`config.mk`:
```
export PLATFORM = sky130hd
export DESIGN_NAME = tid_decoder
export DESIGN_NICKNAME = d
export VERILOG_FILES = /design/src/design/tid_decoder.v
export VERILOG_INCLUDE_DIRS = /design/src /design/src/design
export SDC_FILE = /design/constraint.sdc
export NUM_CORES = 1
export LEC_CHECK = 0
export ABC_CLOCK_PERIOD_IN_PS = 3550
export BUFFER_PORTS_ARGS = -buffer_cell sky130_fd_sc_hd__buf_2
export CORE_UTILIZATION = 40
export CTS_CLUSTER_SIZE = 10
export DETAILED_ROUTE_END_ITERATION = 7
export HOLD_SLACK_MARGIN = 0.12
export MAX_ROUTING_LAYER = met4
export PLACE_DENSITY = 0.76
export SLEW_MARGIN = 5
export SYNTH_ARGS = -nofsm -noshare
export SYNTH_HDL_FRONTEND = slang
export SYNTH_SLANG_ARGS = --single-unit
```
`constraint.sdc`:
```
create_clock -name clk_sys_i -period 3.55 [get_ports clk_sys_i]
set_clock_uncertainty 0.15 [all_clocks]
set_input_delay 0.8875 -clock clk_sys_i [delete_from_list [all_inputs] [get_ports clk_sys_i]]
set_output_delay 0.8875 -clock clk_sys_i [all_outputs]
set_load 0.005 [all_outputs]
```
`src/design/tid_map.vh`:
```
// Constants for the twelve-bit instruction decoder: field positions, opcodes, timing.
// Assumes inclusion by the decoder module only.
`ifndef TID_MAP_VH
`define TID_MAP_VH
// Instruction groups
`define TID_GRP_BYTE     2'h0
`define TID_GRP_BIT      2'h1
`define TID_GRP_LIT      2'h2
// Field positions
`define TID_F_HI         4
`define TID_D_BIT        5
`define TID_B_HI         7
`define TID_B_LO         5
`define TID_K8_HI        7
`define TID_K9_HI        8
`define TID_DIR_HI       2
`define TID_CTL_LO       3
// Encoding fields
`define TID_GRP_HI       11
`define TID_GRP_LO       10
`define TID_S_HI         9
`define TID_S_LO         6
`define TID_ENC_BYTE     2'h0
`define TID_ENC_BIT      2'h1
`define TID_ENC_PC       2'h2
`define TID_SUB_DECFSZ   4'hB
`define TID_SUB_INCFSZ   4'hF
`define TID_SUB_MISC     4'h0
`define TID_BOP_HI       9
`define TID_BOP_LO       8
`define TID_BOP_CLR      2'h0
`define TID_BOP_SET      2'h1
`define TID_BOP_TSTC     2'h2
`define TID_JMP_BIT      9
`define TID_CALL_BIT     8
`define TID_CODE_NOP     5'h00
`define TID_CTL_ZERO     2'h0
`define TID_DIR_MIN      3'h5
`define TID_SKIP_PHASE   2'h2
// Operation codes out
`define TID_OP_NOP       4'h0
`define TID_OP_ALU       4'h1
`define TID_OP_BCF       4'h2
`define TID_OP_BSF       4'h3
`define TID_OP_BTFSC     4'h4
`define TID_OP_BTFSS     4'h5
`define TID_OP_DECFSZ    4'h6
`define TID_OP_INCFSZ    4'h7
`define TID_OP_LITW      4'h8
`define TID_OP_CALL      4'h9
`define TID_OP_JUMP      4'hA
`define TID_OP_RETLW     4'hB
`define TID_OP_CTRL      4'hC
`define TID_OP_DIRLOAD   4'hD
// Special registers
`define TID_REG_TIMER0   5'h01
`define TID_REG_PORT     5'h06
`define TID_DIR_PORT     3'h6
// Last phase number of each four-phase instruction cycle
`define TID_PHASES       2'h3
`endif

```
`src/design/tid_decoder.v`:
```
// Twelve-bit instruction decoder and quarter-cycle sequencer.
// Assumes fetch supplies instr_i at each cycle start; datapath reports skip test result.
//
// Function
// - Accept each 12-bit word; split into opcode and operand fields.
// - Classify each instruction as byte, bit, or literal/control group.
// - Register-select field picks one of 32 file registers.
// - Destination bit 0 writes accumulator, 1 writes the file register.
// - Bit-select field gives affected bit number in the 8-bit register.
// - Literal/control instructions yield an 8 or 9-bit constant.
// - One instruction cycle, two if skip taken or PC changes.
// - Each instruction cycle is four oscillator periods.
// - Don't-care bit positions never affect decoding.
// - PC writes other than unconditional jump force PC bit 8 low.
// - Direction load with operand 6 copies accumulator to port tristates.
// - I/O read-modify-write sources the pin levels, not the latch.
// - Writing timer-zero clears prescaler when assigned to it.
`timescale 1ns/1ps
`include "tid_map.vh"
module tid_decoder #(
   parameter IW = 12
) (
   // Clock and reset
   input  wire          clk_sys_i,
   input  wire          rst_i,
   // Fetch side
   input  wire [IW-1:0] instr_i,
   // Datapath feedback
   input  wire          skip_cond_i,
   input  wire          psa_timer_i,
   // Timing
   output reg           cyc_start_o,
   output reg  [1:0]    phase_o,
   output reg           cyc_second_o,
   // Decoded fields
   output reg  [1:0]    group_o,
   output reg  [3:0]    op_o,
   output reg  [3:0]    alu_fn_o,
   output reg  [4:0]    reg_sel_o,
   output reg           dest_file_o,
   output reg           dest_acc_o,
   output reg  [2:0]    bit_sel_o,
   output reg  [8:0]    literal_o,
   output reg           lit_wide_o,
   // Control effects
   output reg           pc_load_o,
   output reg           pc_bit8_clr_o,
   output reg           dir_load_o,
   output reg           src_pins_o,
   output reg           prescale_clr_o
);
   reg  [1:0] phase_ff;
   reg        skip_next_ff;
   reg  [1:0] nxt_group;
   reg  [3:0] nxt_op;
   reg        nxt_wr_f;
   reg        nxt_pc;
   wire       cyc_edge = (phase_ff == `TID_PHASES);
   wire       is_skip  = (op_o == `TID_OP_BTFSC) || (op_o == `TID_OP_BTFSS) ||
                         (op_o == `TID_OP_DECFSZ) || (op_o == `TID_OP_INCFSZ);
   // Slot after a taken skip or a program counter load is flushed
   wire       flush_next = skip_next_ff || (pc_load_o && !cyc_second_o);

   function is_io_reg;
      input [4:0] r;
      begin
         is_io_reg = (r == `TID_REG_PORT);
      end
   endfunction

   // Phase counter, four periods per cycle
   always @(posedge clk_sys_i) begin
      if (rst_i) begin
         phase_ff <= 2'h0;
      end else begin
         phase_ff <= phase_ff + 2'h1;
      end
   end

   // Group and operation decode
   always @* begin
      nxt_group = `TID_GRP_LIT;
      nxt_op    = `TID_OP_NOP;
      nxt_wr_f  = 1'b0;
      nxt_pc    = 1'b0;
      case (instr_i[`TID_GRP_HI:`TID_GRP_LO])
         `TID_ENC_BYTE: begin
            nxt_group = `TID_GRP_BYTE;
            nxt_op    = `TID_OP_ALU;
            nxt_wr_f  = instr_i[`TID_D_BIT];
            case (instr_i[`TID_S_HI:`TID_S_LO])
               `TID_SUB_DECFSZ: begin
                  nxt_op = `TID_OP_DECFSZ;
               end
               `TID_SUB_INCFSZ: begin
                  nxt_op = `TID_OP_INCFSZ;
               end
               `TID_SUB_MISC: begin
                  if (!instr_i[`TID_D_BIT]) begin
                     nxt_group = `TID_GRP_LIT;
                     nxt_op    = `TID_OP_CTRL;
                     if (instr_i[`TID_F_HI:0] == `TID_CODE_NOP) begin
                        nxt_op = `TID_OP_NOP;
                     end else if (instr_i[`TID_F_HI:`TID_CTL_LO] == `TID_CTL_ZERO &&
                                  instr_i[`TID_DIR_HI:0] >= `TID_DIR_MIN) begin
                        nxt_op = `TID_OP_DIRLOAD;
                     end
                  end
               end
               default: begin
                  nxt_op = `TID_OP_ALU;
               end
            endcase
         end
         `TID_ENC_BIT: begin
            nxt_group = `TID_GRP_BIT;
            case (instr_i[`TID_BOP_HI:`TID_BOP_LO])
               `TID_BOP_CLR:  nxt_op = `TID_OP_BCF;
               `TID_BOP_SET:  nxt_op = `TID_OP_BSF;
               `TID_BOP_TSTC: nxt_op = `TID_OP_BTFSC;
               default:       nxt_op = `TID_OP_BTFSS;
            endcase
            nxt_wr_f = ~instr_i[`TID_BOP_HI];
         end
         `TID_ENC_PC: begin
            nxt_pc = 1'b1;
            if (instr_i[`TID_JMP_BIT]) begin
               nxt_op = `TID_OP_JUMP;
            end else if (instr_i[`TID_CALL_BIT]) begin
               nxt_op = `TID_OP_CALL;
            end else begin
               nxt_op = `TID_OP_RETLW;
            end
         end
         default: begin
            nxt_op = `TID_OP_LITW;
         end
      endcase
   end

   // Cycle timing and flush tracking
   always @(posedge clk_sys_i) begin
      if (rst_i) begin
         skip_next_ff <= 1'b0;
         cyc_start_o  <= 1'b0;
         phase_o      <= 2'h0;
         cyc_second_o <= 1'b0;
      end else begin
         phase_o     <= phase_ff + 2'h1;
         cyc_start_o <= cyc_edge;
         // Skip outcome sampled in the third phase of the cycle
         if (phase_ff == `TID_SKIP_PHASE && is_skip && !cyc_second_o) begin
            skip_next_ff <= skip_cond_i;
         end
         if (cyc_edge) begin
            cyc_second_o <= flush_next;
            skip_next_ff <= 1'b0;
         end
      end
   end

   // Decoded fields, loaded once per instruction cycle
   always @(posedge clk_sys_i) begin
      if (rst_i) begin
         group_o        <= `TID_GRP_LIT;
         op_o           <= `TID_OP_NOP;
         alu_fn_o       <= 4'h0;
         reg_sel_o      <= 5'h00;
         dest_file_o    <= 1'b0;
         dest_acc_o     <= 1'b0;
         bit_sel_o      <= 3'h0;
         literal_o      <= 9'h000;
         lit_wide_o     <= 1'b0;
         pc_load_o      <= 1'b0;
         pc_bit8_clr_o  <= 1'b0;
         dir_load_o     <= 1'b0;
         src_pins_o     <= 1'b0;
         prescale_clr_o <= 1'b0;
      end else begin
         if (cyc_edge) begin
            if (flush_next) begin
               // Flush slot runs as no-operation
               group_o        <= `TID_GRP_LIT;
               op_o           <= `TID_OP_NOP;
               dest_file_o    <= 1'b0;
               dest_acc_o     <= 1'b0;
               pc_load_o      <= 1'b0;
               pc_bit8_clr_o  <= 1'b0;
               dir_load_o     <= 1'b0;
               src_pins_o     <= 1'b0;
               prescale_clr_o <= 1'b0;
            end else begin
               group_o     <= nxt_group;
               op_o        <= nxt_op;
               alu_fn_o    <= instr_i[`TID_S_HI:`TID_S_LO];
               reg_sel_o   <= instr_i[`TID_F_HI:0];
               dest_file_o <= nxt_wr_f && nxt_group != `TID_GRP_LIT;
               dest_acc_o  <= nxt_group == `TID_GRP_BYTE && !instr_i[`TID_D_BIT];
               bit_sel_o   <= instr_i[`TID_B_HI:`TID_B_LO];
               // Upper literal bit only for jump; others zero-fill (no don't-care leak)
               literal_o   <= (nxt_op == `TID_OP_JUMP) ? instr_i[`TID_K9_HI:0] :
                              {1'b0, instr_i[`TID_K8_HI:0]};
               lit_wide_o  <= (nxt_op == `TID_OP_JUMP);
               pc_load_o   <= nxt_pc;
               pc_bit8_clr_o <= nxt_pc && nxt_op != `TID_OP_JUMP;
               dir_load_o  <= nxt_op == `TID_OP_DIRLOAD &&
                              instr_i[`TID_DIR_HI:0] == `TID_DIR_PORT;
               src_pins_o  <= nxt_group != `TID_GRP_LIT &&
                              is_io_reg(instr_i[`TID_F_HI:0]);
               prescale_clr_o <= psa_timer_i && nxt_wr_f &&
                                 nxt_group != `TID_GRP_LIT &&
                                 instr_i[`TID_F_HI:0] == `TID_REG_TIMER0;
            end
         end
      end
   end
endmodule

```
# After elaboration in Yosys (flattened, before gate mapping)
# Cells that the tools add are included.
# classes
n_reduce_logical,26
bitwise_logic,2
magnitude_cmp,1
add_sub_neg,1
mux,23
n_eq_ne,19
# op_table
op,n
one-hot mux 4 bit (3 select lines),2
== test 4 x 3 -> 1 bit (second input constant),4
== test 4 bit (second input constant),4
logical AND 1 bit,12
two-way mux 4 bit,3
two-way mux 2 bit,5
two-way mux 1 bit,9
two-way mux 9 bit,1
one-hot mux 3 bit (3 select lines),1
== test 2 bit (second input constant),4
logical NOT 2 bit,4
== test 5 x 1 -> 1 bit (second input constant),1
== test 5 x 3 -> 1 bit (second input constant),1
logical NOT 5 bit,1
== test 2 x 1 -> 1 bit (second input constant),2
logical NOT 4 bit,1
logical OR 1 bit,4
!= test 4 bit (second input constant),1
one-hot mux 2 bit (2 select lines),1
== test 3 bit (second input constant),1
>= comparator 3 bit (second input constant),1
adder 2 x 1 -> 2 bit (second input constant),1
logical NOT 1 bit,2
!= test 2 bit (second input constant),1
4 further kinds,5
# totals
inputBits,16
output_inout_bits,39
reg_bits,40
elab_cells,90

# Depth between registers and ports, before layout
# depth
word_depth,10
ltp_mapped,7
mapped_depth_nobuf,6

# Worst setup path before layout
# No wires, ideal clock.
# synth_timing
path_kind,input -> register
start,input port instr_i[1]
end,register op_o[2]
setup_time_ns,0.117
slack_ns,1.452
t_arrival_ns,1.831
t_required_ns,3.283
cell_stages,4
cell_sequence,or4_4 o211ai_2 o21ai_1 a22o_1
# synth_between
elab_chain_len,6
# synth_rtl
element,line_no,text
from (decl),tid_decoder.v:27,"input wire [IW-1:0] instr_i,"
logical NOT 5 bit (no line),-,
two-way mux 4 bit,tid_decoder.v:102,if (instr_i[`TID_F_HI:0] == `TID_CODE_NOP) begin
two-way mux 4 bit,tid_decoder.v:99,if (!instr_i[`TID_D_BIT]) begin
one-hot mux 4 bit (3 select lines),tid_decoder.v:91,case (instr_i[`TID_S_HI:`TID_S_LO])
one-hot mux 4 bit (3 select lines),tid_decoder.v:86,case (instr_i[`TID_GRP_HI:`TID_GRP_LO])
two-way mux 4 bit,tid_decoder.v:181,if (flush_next) begin
to (signal assigned),tid_decoder.v:166,op_o <= `TID_OP_NOP;
to (signal assigned),tid_decoder.v:184,op_o <= `TID_OP_NOP;
to (signal assigned),tid_decoder.v:194,op_o <= nxt_op;
to (decl),tid_decoder.v:37,"output reg [3:0] op_o,"
# No other way between the ends.
# A chain may end at the register's enable or synchronous reset.

==> flow_summary_export.csv <==
group,metric,value,unit
run_status,status,"finished, final reports clean",
finish,instances_no_fill,244,
timing,period_needed,2200,ps
floorplanning,std_cell_rows,20,
worst_setup_path,cpPeakStageDelay,570,ps
drt,via_per_inst,5.14,
worst_setup_path,cp.required,3670,ps
synthesis,synthArstFlopShare,0,
floorplanning,start_util,0.426,
drt,routed.top_layer,"met4",
drt,wl_met2,1370,µm
power_and_ir_drop,leakage,0.000738,µW
synthesis,synth_seq_cells,30,
synthesis,yosysUniqueCellTypes,35,
drt,wl_met1,1550,µm
drt,vias,1255,
clock_network,htreeDepth,2,
power_and_ir_drop,finalPower,640,µW
placement,pre_cts_slack,1260,ps
floorplanning,die_h,59.2,µm
worst_setup_path,end_kind,"register",
floorplanning,die_x,59.2,µm
finish,layout.nets,217,
worst_setup_path,cp_slowest_cell,"nand3b_1",
global_route,antenna_found_initial,0,
finish,antennaDiodeCount,0,
placement,portBuffers,54,
floorplanning,dieArea,3510,µm²
synthesis,synth_ff_type,"dfxtp_1",
timing,max-slew-margin-rel,0.447,
drt,drc,0,
clock_network,clock-sinks,30,
clock_network,cts_setup_buffers,0,
timing,period_share,0.619,
clock_network,clk_latency,340,ps
global_route,grt_max_degree,26,
synthesis,synth_edf_count,0,
clock_network,cts-root-to-sink-buffers,2,
timing,fin_setup_tns,0,ps
placement,place.gp.congestion,0.809,
clock_network,cts_buffers,5,
clock_network,cts_resized,0,
synthesis,syn_nets,172,
worst_hold_path,hold_start,"literal_o[8]",
drt,firstDrtPassIters,4,
synthesis,ys_warn_count,0,
worst_setup_path,startpoint_type,"register",
global_route,grt_use_total,0.208,
synthesis,synth.cell_area,1310,µm²
worst_setup_path,setup.worst_path.start,"phase_o[0]",
timing,worstMarginPinSlew,826,ps
clock_network,path_clk_slew,90,ps
worst_setup_path,worstPathCellList,"ha_1, nand3b_1, nor3_1, a32o_1",
timing,finalSetupViolations,0,
power_and_ir_drop,power_density,402,nW/µm²
run,drv_cap,0,
power_and_ir_drop,vdd_drop_max,0.250,mV
timing,rsz0062_at_grt,"no",
clock_network,holdBufCountCts,0,
drt,routed-wl-met3,226,µm
global_route,grt_pass1_wl,5100,µm
drt,wirelength,3170,µm
timing,finalWorstSetupSlack,1350,ps
timing,maxSlewViolCount,0,
timing,timing.fmax,0.455,GHz
drt,drtIter0Drc,54,
worst_hold_path,hold_path_depth,2,
finish,syn2layout_area_growth,21.5,%
worst_setup_path,arrival,2320,ps
drt,ant_nets,0,
synthesis,syn_avg_cell_area,8.51,µm²
finish,n_fill_cell,328,
clock_network,cts_tree,"done",
floorplanning,core,3080,µm²
timing,hold_viol_final,0,
synthesis,netlist_instances,154,
floorplanning,ios,55,
placement,post-place-cells,236,
synthesis,yosysSeqAreaShare,0.458,
worst_setup_path,reg2reg_setup_slack,1350,ps
clock_network,clockRootBuffer,"clkbuf_4",
worst_setup_path,reg2reg_depth,4,
global_route,overflow,0,
worst_setup_path,critical_path_class,"register to register",
drt,wl_per_cell,13.0,µm
worst_setup_path,worstPathMaxFanout,17,
finish,drive_above_1_share,0.335,
worst_hold_path,min_to,"literal_o[8]",
global_route,grt_pass1_vias,1091,
placement,dpl.hpwl,2290,µm
worst_hold_path,hold_path_class,"register to register",
worst_setup_path,r2r_start,"phase_o[0]",
worst_setup_path,regToRegEndpoint,"dest_acc_o",
## where the power goes
| group | internal, µW | switching, µW | leakage [µW] |
|---|---|---|---|
| sequential | 346 | 6.29 | 0.000243 |
| clock | 95.9 | 118 | 0.0000353 |
| combinational | 28.8 | 44.8 | 0.000459 |
## registers in the layout, summed over array words and instances, names as in the netlist, 2 cells and up
signal     cells
alu_fn_o       4
op_o           4
reg_sel_o      4
group_o        2
literal_o      2
phase_o        2
## metal layers
| layer | up-vias | global-route usage |
|---|---|---|
| met5 | - | - |
| met2 | 48 | 0.291 |
| met1 | 586 | 0.268 |
| met3 | 2 | 0.0459 |
| li1 | 619 | - |
| met4 | 0 | 0.133 |
## layout by cell type, fill, tap and decap left out
cell / Yosys / layout
a211oi_1: 1 / 1
a21boi_0: 1 / 1
a21o_1: 1 / 1
a21oi_1: 18 / 18
a221oi_1: 1 / 1
a22o_1: 4 / 4
a2bb2oi_1: 1 / 1
a32o_1: 2 / 2
buf_2: 2 / 54
clkbuf_1: 3 / 1
clkbuf_4: 0 / 5
clkbuf_8: 0 / 1
clkinv_2: 0 / 1
dfxtp_1: 30 / 30
ha_1: 2 / 2
inv_1: 4 / 4
mux2i_1: 1 / 1
nand2_1: 34 / 34
nand2b_1: 2 / 2
nand3_1: 3 / 3
nand3b_1: 1 / 1
nand4_1: 1 / 1
nor2_1: 10 / 10
nor2b_1: 2 / 2
nor3_1: 6 / 6
nor3b_2: 1 / 1
nor4_1: 1 / 1
nor4_4: 1 / 1
o211a_1: 1 / 1
o211ai_2: 1 / 1
o21ai_0: 2 / 2
o21ai_1: 1 / 1
o221a_2: 1 / 1
o31ai_1: 1 / 1
or2_2: 1 / 1
or4_1: 1 / 1
or4_4: 1 / 1
## per-stage QoR
step           hold slack [ps]  utilization  instance area, µm²
2_1_floorplan              294            -                1310
3_3_place_gp               283        0.498                1530
3_5_place_dp               284        0.498                1530
4_1_cts                    305        0.517                1590
5_1_grt                    327        0.517                1590
6_report                   301        0.517                1590
## worst max path at each step
| stage | end | depth (start not counted) | slack [ps] |
|---|---|---|---|
| 4_1_cts | dest_acc_o | 4 | 1370 |
| 3_3_place_gp | op_o[2] | 5 | 1290 |
| 6_report | dest_acc_o | 4 | 1350 |
| 5_1_grt | dest_acc_o | 4 | 1200 |
| 2_1_floorplan | op_o[2] | 4 | 1450 |
| 3_5_place_dp | dir_load_o | 5 | 1260 |
## kinds of logic (layout without fill, tap and decap cells)
logic type      Yosys count  count (layout)  share of synthesized area
flops                    30              30                      0.458
simple gates             65              65                      0.240
buf+inv                  20              66                     0.0907
fa+ha+maj                 2               2                     0.0191
compound gates           36              36                      0.184
mux                       1               1                    0.00764
## worst max-delay path, delay by kind of cell, from the launching register on
| kind | cells | cell delay, ps |
|---|---|---|
| compound gates | 1 | 220 |
| fa+ha+maj | 1 | 310 |
| flops | 1 | 380 |
| simple gates | 2 | 1080 |
## cell usage after synthesis, drive strengths merged, types with 2 or more instances
| master | n | area share |
|---|---|---|
| inv | 4 | 0.011 |
| a21oi | 18 | 0.069 |
| a22o | 4 | 0.027 |
| nor4 | 2 | 0.021 |
| o21ai | 3 | 0.011 |
| ha | 2 | 0.019 |
| nand2b | 2 | 0.0095 |
| buf | 13 | 0.071 |
| or4 | 2 | 0.014 |
| nor2b | 2 | 0.0095 |
| dfxtp | 30 | 0.46 |
| nor3 | 6 | 0.023 |
| nand2 | 34 | 0.097 |
| nand3 | 3 | 0.011 |
| nor2 | 10 | 0.029 |
| a32o | 2 | 0.015 |
| clkbuf | 3 | 0.0086 |
## cell type report
type | instances | area, µm² | area share
clock buffers | 7 | 55.1 | 0.0346
inverters | 4 | 15.0 | 0.00943
flip-flops and latches | 30 | 601 | 0.377
repair buffers | 54 | 270 | 0.170
multi-input cells | 104 | 591 | 0.371
clock inverters | 1 | 5.00 | 0.00314
well taps | 44 | 55.1 | 0.0346
(Power assumes the default switching activity.)
